## config.mk

```make
export PLATFORM = sky130hd
export DESIGN_NAME = irq_ctrl
export DESIGN_NICKNAME = d
export VERILOG_FILES = /design/src/common/irq_ctrl_pkg.sv /design/src/design/irq_ctrl.sv /design/src/design/pin_edge_sync.sv
export SDC_FILE = /design/constraint.sdc
export NUM_CORES = 1
export LEC_CHECK = 0
export BUFFER_PORTS_ARGS = -buffer_cell sky130_fd_sc_hd__buf_2
export CAP_MARGIN = 10
export CORE_MARGIN = 5
export CORE_UTILIZATION = 45
export DETAILED_ROUTE_END_ITERATION = 8
export GPL_TIMING_DRIVEN = 0
export PLACE_DENSITY = 0.83
export RECOVER_POWER = 100
export SLEW_MARGIN = 20
export SYNTH_ARGS = -nofsm -noshare
export SYNTH_HDL_FRONTEND = slang
export SYNTH_SLANG_ARGS = --single-unit
```

## constraint.sdc

```tcl
create_clock -name sys_clk_i -period 1.8 [get_ports sys_clk_i]
set_clock_uncertainty 0.1 [all_clocks]
set_input_delay 0.27 -clock sys_clk_i [delete_from_list [all_inputs] [get_ports sys_clk_i]]
set_output_delay 0.27 -clock sys_clk_i [all_outputs]
set_load 0.1 [all_outputs]
```

## src/common/irq_ctrl_pkg.sv

```systemverilog
package irq_ctrl_pkg;
  // ==========================================================
  // control register fields
  localparam int CTL_PCF = 0;
  localparam int CTL_EXF = 1;
  localparam int CTL_T0F = 2;
  localparam int CTL_PCE = 3;
  localparam int CTL_EXE = 4;
  localparam int CTL_T0E = 5;
  localparam int CTL_PGE = 6;
  localparam int CTL_GIE = 7;
  localparam int ENA_OFS = 3;
  localparam int OPT_EDGE = 6;
  // ==========================================================
  // reset values and implemented bits
  localparam logic [7:0] CTL_RST = 8'h00;
  localparam logic [7:0] PER_RST = 8'h00;
  localparam logic [7:0] PFA_IMPL = 8'h7f;
  localparam logic [7:0] PFB_IMPL = 8'hfd;
  localparam logic [15:0] IRQ_VECTOR = 16'h0004;
  localparam int SYNC_STAGES = 2;
  // ==========================================================
  // carriers
  typedef enum logic [2:0] {SEL_CTL, SEL_PFA, SEL_PEA, SEL_PFB, SEL_PEB} reg_sel_e;
  typedef struct packed {
    logic en;
    reg_sel_e sel;
    logic [7:0] data;
  } reg_wr_s;
  typedef struct packed {
    logic [7:0] ctl;
    logic [7:0] pfa;
    logic [7:0] pea;
    logic [7:0] pfb;
    logic [7:0] peb;
  } irq_regs_s;
  typedef struct packed {
    logic [7:0] a;
    logic [7:0] b;
  } periph_evt_s;
  typedef enum logic {ST_RUN, ST_WAKE_STEP} wake_st_e;
endpackage

```

## src/design/irq_ctrl.sv

```systemverilog
`timescale 1ns/1ps
module irq_ctrl
  import irq_ctrl_pkg::*;
#(
  parameter int PC_W = 13
) (
  input wire logic sys_clk_i, // instruction clock
  input wire logic rst_b_i, // sync reset, active low
  input wire logic ce_i, // freezes all state when low
  input wire logic ext_irq_pin_i, // external interrupt pin
  input wire logic [7:0] option_reg_i, // option register, bit 6 edge select
  input wire logic timer0_wrap_i, // pulse: timer0 count wrapped to zero
  input wire logic port_change_i, // pulse: change on enabled port pins
  input wire periph_evt_s periph_evt_i, // pulses from peripherals
  input wire reg_wr_s reg_wr_i, // core register write
  input wire logic return_from_irq_instr_i, // pulse: return instruction executed
  input wire logic sleep_i, // core is asleep
  input wire logic instr_done_i, // pulse: core retired an instruction
  output irq_regs_s regs_o, // register contents
  output logic irq_req_o, // level: request to core
  output logic irq_take_o, // pulse: push return, load vector
  output logic [PC_W-1:0] vector_addr_o, // vector address
  output logic wake_o // pulse: wake the core
);
  // ==========================================================
  // elaboration check
  if (PC_W < 3 || PC_W > 16) begin : g_bad_pc
    $error("irq_ctrl: PC_W must lie in 3..16");
  end

  logic [7:0] ctl_ff;
  logic [7:0] pfa_ff;
  logic [7:0] pea_ff;
  logic [7:0] pfb_ff;
  logic [7:0] peb_ff;
  logic [7:0] nxt_ctl;
  logic [7:0] nxt_pfa;
  logic [7:0] nxt_pea;
  logic [7:0] nxt_pfb;
  logic [7:0] nxt_peb;
  logic req_ff;
  logic take_ff;
  logic wake_ff;
  logic [PC_W-1:0] vec_ff;
  wake_st_e st_ff;
  wake_st_e nxt_st;
  logic ext_edge;
  logic wr_ctl;
  logic wr_pfa;
  logic wr_pea;
  logic wr_pfb;
  logic wr_peb;
  logic gie_clr_wr;
  logic core_pend;
  logic per_pend;
  logic pending;
  logic can_take;

  // ==========================================================
  // external pin
  pin_edge_sync u_pin_edge (
    .sys_clk_i(sys_clk_i),
    .rst_b_i(rst_b_i),
    .ce_i(ce_i),
    .pin_i(ext_irq_pin_i),
    .rise_sel_i(option_reg_i[OPT_EDGE]),
    .edge_o(ext_edge)
  );

  // ==========================================================
  // write decode
  assign wr_ctl = reg_wr_i.en && reg_wr_i.sel == SEL_CTL;
  assign wr_pfa = reg_wr_i.en && reg_wr_i.sel == SEL_PFA;
  assign wr_pea = reg_wr_i.en && reg_wr_i.sel == SEL_PEA;
  assign wr_pfb = reg_wr_i.en && reg_wr_i.sel == SEL_PFB;
  assign wr_peb = reg_wr_i.en && reg_wr_i.sel == SEL_PEB;
  assign gie_clr_wr = wr_ctl && !reg_wr_i.data[CTL_GIE];

  // ==========================================================
  // pending and take
  // each core flag sits three bits below its enable
  assign core_pend = |(ctl_ff[CTL_T0F:CTL_PCF] & ctl_ff[CTL_T0E:CTL_PCE]);
  assign per_pend = ctl_ff[CTL_PGE] && |((pfa_ff & pea_ff) | (pfb_ff & peb_ff));
  assign pending = core_pend || per_pend;
  // a write clearing the enable masks the take in the same cycle, flags untouched
  assign can_take = ce_i && ctl_ff[CTL_GIE] && pending && !gie_clr_wr
                    && st_ff == ST_RUN && !sleep_i;

  // ==========================================================
  // control register; hardware sets win over a software clear
  always_comb begin
    nxt_ctl = wr_ctl ? reg_wr_i.data : ctl_ff;
    nxt_ctl[CTL_T0F] = nxt_ctl[CTL_T0F] | timer0_wrap_i;
    nxt_ctl[CTL_EXF] = nxt_ctl[CTL_EXF] | ext_edge;
    nxt_ctl[CTL_PCF] = nxt_ctl[CTL_PCF] | port_change_i;
    if (can_take) begin
      nxt_ctl[CTL_GIE] = 1'b0;
    end else if (return_from_irq_instr_i) begin
      nxt_ctl[CTL_GIE] = 1'b1;
    end
  end

  always_ff @(posedge sys_clk_i) begin
    if (!rst_b_i) begin
      ctl_ff <= CTL_RST;
    end else if (ce_i) begin
      ctl_ff <= nxt_ctl;
    end
  end

  // ==========================================================
  // peripheral flag and enable registers
  for (genvar g = 0; g < 8; g++) begin : g_per
    always_comb begin
      nxt_pfa[g] = PFA_IMPL[g] & ((wr_pfa ? reg_wr_i.data[g] : pfa_ff[g])
                                  | periph_evt_i.a[g]);
      nxt_pfb[g] = PFB_IMPL[g] & ((wr_pfb ? reg_wr_i.data[g] : pfb_ff[g])
                                  | periph_evt_i.b[g]);
      nxt_pea[g] = PFA_IMPL[g] & (wr_pea ? reg_wr_i.data[g] : pea_ff[g]);
      nxt_peb[g] = PFB_IMPL[g] & (wr_peb ? reg_wr_i.data[g] : peb_ff[g]);
    end
  end

  always_ff @(posedge sys_clk_i) begin
    if (!rst_b_i) begin
      pfa_ff <= PER_RST;
      pea_ff <= PER_RST;
      pfb_ff <= PER_RST;
      peb_ff <= PER_RST;
    end else if (ce_i) begin
      pfa_ff <= nxt_pfa;
      pea_ff <= nxt_pea;
      pfb_ff <= nxt_pfb;
      peb_ff <= nxt_peb;
    end
  end

  // ==========================================================
  // request, take and vector
  always_ff @(posedge sys_clk_i) begin
    if (!rst_b_i) begin
      req_ff <= 1'b0;
      take_ff <= 1'b0;
      vec_ff <= '0;
    end else if (ce_i) begin
      req_ff <= ctl_ff[CTL_GIE] && pending;
      take_ff <= can_take;
      if (can_take) begin
        vec_ff <= IRQ_VECTOR[PC_W-1:0];
      end
    end
  end

  // ==========================================================
  // sleep wake-up; enabled sources wake whatever the global enable
  always_comb begin
    nxt_st = st_ff;
    unique case (st_ff)
      ST_RUN: begin
        if (sleep_i && pending) begin
          nxt_st = ST_WAKE_STEP;
        end
      end
      ST_WAKE_STEP: begin
        // the instruction after the sleep retires before any vectoring
        if (!sleep_i && instr_done_i) begin
          nxt_st = ST_RUN;
        end
      end
    endcase
  end

  always_ff @(posedge sys_clk_i) begin
    if (!rst_b_i) begin
      st_ff <= ST_RUN;
      wake_ff <= 1'b0;
    end else if (ce_i) begin
      st_ff <= nxt_st;
      wake_ff <= st_ff == ST_RUN && nxt_st == ST_WAKE_STEP;
    end
  end

  assign regs_o = '{ctl: ctl_ff, pfa: pfa_ff, pea: pea_ff, pfb: pfb_ff, peb: peb_ff};
  assign irq_req_o = req_ff;
  assign irq_take_o = take_ff;
  assign vector_addr_o = vec_ff;
  assign wake_o = wake_ff;
endmodule

```

## src/design/pin_edge_sync.sv

```systemverilog
`timescale 1ns/1ps
module pin_edge_sync
  import irq_ctrl_pkg::*;
(
  input wire logic sys_clk_i, // instruction clock
  input wire logic rst_b_i, // sync reset, active low
  input wire logic ce_i, // clock enable
  input wire logic pin_i, // asynchronous pin
  input wire logic rise_sel_i, // 1 rising, 0 falling
  output logic edge_o // one-cycle valid edge
);
  logic [SYNC_STAGES-1:0] sync_ff;
  logic prev_ff;

  // ==========================================================
  // synchroniser; only the last stage feeds the edge compare
  always_ff @(posedge sys_clk_i) begin
    if (!rst_b_i) begin
      sync_ff <= '0;
      prev_ff <= 1'b0;
    end else if (ce_i) begin
      sync_ff <= {sync_ff[SYNC_STAGES-2:0], pin_i};
      prev_ff <= sync_ff[SYNC_STAGES-1];
    end
  end

  // flipping the edge select raises no edge with the pin steady; the compare needs the last stage and prev_ff to differ
  assign edge_o = ce_i && (rise_sel_i ? (sync_ff[SYNC_STAGES-1] && !prev_ff)
                                      : (!sync_ff[SYNC_STAGES-1] && prev_ff));
endmodule

```

==> flow_summary.json <==
{
  "comb_power_share_pct": 28.0,
  "yosysWarnings": 0,
  "met2WireLength_um": 2630,
  "grt_pass1_vias": 1828,
  "syn_inst": 217,
  "clkLatencyLatePin_ns": 0.30,
  "synth-edff-count": 0,
  "areaGrowthSynthToFinish_pct": 28.1,
  "dieArea_sq_um": 6130,
  "power.density_nw_per_um2": 842,
  "tightest_slew_ns": 0.638,
  "globalplace.congestion": 0.825,
  "cts_tree": "done",
  "start_util_pct": 47.2,
  "grt_antenna_before_repair": 0,
  "netSwitchingFraction_pct": 37.8,
  "fin_setup_tns_ns": 0,
  "ys.flop_type": "dfxtp_1",
  "ant_nets": 0,
  "synthArstFlopShare_pct": 0,
  "power_leakage_uw": 0.00128,
  "synth-seq-cells": 44,
  "pin_count": 101,
  "cts-root-buf": "clkbuf_8",
  "hold_violations": 0,
  "hold_ws_ns": 0.115,
  "die_x_um": 78.3,
  "clock_sink_count": 44,
  "numCtsBuffers": 5,
  "io_buffers": 73,
  "postCtsHoldBufs": 0,
  "vias": 1843,
  "cts_max_level": 2,
  "netlist_area_sq_um": 2100,
  "fmax_ghz": 0.605,
  "setup_viol": 0,
  "drcViolationCount": 0,
  "fp.coreArea_sq_um": 4440,
  "wl_met1_um": 2370,
  "dp_hpwl_um": 4350,
  "arrival_ns": 1.73,
  "clockBufferDepth": 2,
  "path_class": "primary input to register",
  "worst_hold_path_type": "primary input to register",
  "yosysTopAreaCellShare_pct": 42.0,
  "avgSynthCellArea_sq_um": 9.67,
  "synth_area_leaders": "dfxtp_1 (42%), mux2i_1 (15%), buf_4 (6.8%)",
  "synth_cell_types": 38,
  "crit_path_max_fanout": 10,
  "synth_area_leader_cell": "dfxtp_1",
  "top_layer": "met4",
  "status": "finished clean",
  "required_ns": 1.87,
  "p_int_uw": 1410,
  "grt_max_degree": 13,
  "grt_pass1_wl_um": 9020,
  "vdd_drop_max_v": 0.000398,
  "rsz0062_at_grt": "no",
  "firstDrtPassIters": 4,
  "grtUsageTotal_pct": 18.6,
  "switchingPower_uw": 855,
  "wire_per_inst_um": 15.4,
  "die_height_um": 78.3,
  "period_share_pct": 91.9,
  "avgViaCountPerCell": 5.06,
  "drt_wl_total_um": 5600,
  "cap_violations": 0,
  "crit_path_start_kind": "primary input",
  "antenna_cells": 0,
  "fp-row-count": 24,
  "slew_violations": 0,
  "drt_iter0_markers": 129,
  "path_clk_slew_ns": 0.07,
  "clkPwrFrac_pct": 25.9,
  "grt_overflow": 0,
  "num-nets-final": 357,
  "layout_min_cycle_time_ns": 1.65,
  "critPathCaptureType": "register",
  "max-slew-margin-rel_pct": 57.3,
  "power_frac_seq_pct": 46.1,
  "yosysSeqAreaShare_pct": 42.0,
  "drive_gt1_share_pct": 43.3,
  "routed-wl-met3_um": 538
}
[Yosys cell counts, drive strengths merged, types with 2 or more instances]
master / count
buf: 21
a21boi: 18
clkbuf: 7
inv: 3
a22oi: 7
nand2b: 2
nor4b: 2
o21ai: 5
mux2i: 31
dfxtp: 44
nand2: 23
nor3b: 2
o21a: 2
o31ai: 3
nor2b: 19
nand3b: 3
nand3: 6
a21oi: 4
nor2: 2
[stage by stage]
step / instances / util [%] / setup WS [ns] / power, uW / area (sq um)
3_5_place_dp: 357 / 59.1 / -0.0574 / 1700 / 2630
2_1_floorplan: 232 / - / 0.0209 / 1580 / 2200
3_3_place_gp: 357 / 59.1 / -0.00225 / 1690 / 2630
6_report: 364 / 60.5 / 0.146 / 2260 / 2690
4_1_cts: 364 / 60.9 / 0.0772 / 2280 / 2710
5_1_grt: 364 / 60.5 / 0.0492 / 2360 / 2690
[cell usage in the layout, fill, tap and decap left out, types with 3 or more instances in the layout]
cell type / n
o21ai_0: 5
a22oi_1: 7
nand3b_1: 3
dfxtp_2: 34
nor2b_1: 19
clkbuf_8: 5
buf_2: 33
conb_1: 16
a21oi_1: 4
buf_4: 17
nand2_1: 21
inv_1: 3
mux2i_1: 31
a21boi_0: 16
nand3_1: 6
clkbuf_2: 40
clkbuf_1: 12
dfxtp_1: 10
[final cells by class]
| type | count | area, sq um |
|---|---|---|
| plain buffers | 28 | 170 |
| clock buffers | 6 | 72.6 |
| clock inverters | 1 | 5.00 |
| fillers | 399 | 1760 |
| inverters | 3 | 11.3 |
| multi-input cells | 157 | 1080 |
| flip-flops and latches | 44 | 923 |
| well taps | 52 | 65.1 |
| repair buffers | 73 | 364 |
[per-layer routing]
metal  GRT usage [%]  up-vias
li1                -      920
met1            23.5      839
met2            30.5       76
met3            5.95        8
met4            5.59        0
met5               0        -
[path summary, 6_finish.rpt]
| check | slack [ns] | start | cells past startpoint | end |
|---|---|---|---|---|
| worst max-delay path | 0.15 | reg_wr_i[10] | 5 | ctl_ff[1]$_SDFFE_PN0P_ |
| worst min-delay path | 0.11 | periph_evt_i[10] | 3 | pfa_ff[2]$_SDFFE_PN0P_ |
| worst max register to register | 0.17 | peb_ff[2]$_SDFFE_PN0P_ | 5 | irq_take_o$_SDFFE_PN0P_ |
| worst min register to register | 0.37 | ctl_ff[2]$_SDFFE_PN0P_ | 2 | ctl_ff[2]$_SDFFE_PN0P_ |
[critical path: stages]
cell and delay, ns:
clkbuf_1 0.13, nor4b_4 0.63, nand2_4 0.17, o41ai_1 0.44
nor2_1 0.09
[registers in the layout (all words and copies together) (netlist names), 2 cells and up]
signal,flops
pfb_ff,7
peb_ff,7
ctl_ff,8
pfa_ff,7
pea_ff,7
u_pin_edge.sync_ff,2
[cell families (layout without fill, tap and decap cells)]
family / count (synthesis) / after routing / synth area share [%]
simple gates: 66 / 66 / 18.8
compound gates: 44 / 44 / 15.2
flops: 44 / 44 / 42.0
mux: 31 / 31 / 14.8
buf+inv: 31 / 111 / 9.06
other cells: 1 / 16 / 0.179
[power by group through the flow]
stage                     Combinational (uW)  Clock, uW  Sequential, uW
after CTS                                637        596            1040
after floorplan                          275          0            1310
after global routing                     661        647            1050
after global placement                   631          0            1060
after detailed placement                 636          0            1060
final                                    633        586            1040
[repair_timing]
item | in CTS | in global routing
gates resized for setup | 0 | 1
setup buffers | 0 | 0
setup endpoints to repair | 0 | 2
No activity file was read; power rests on OpenSTA's default activity.
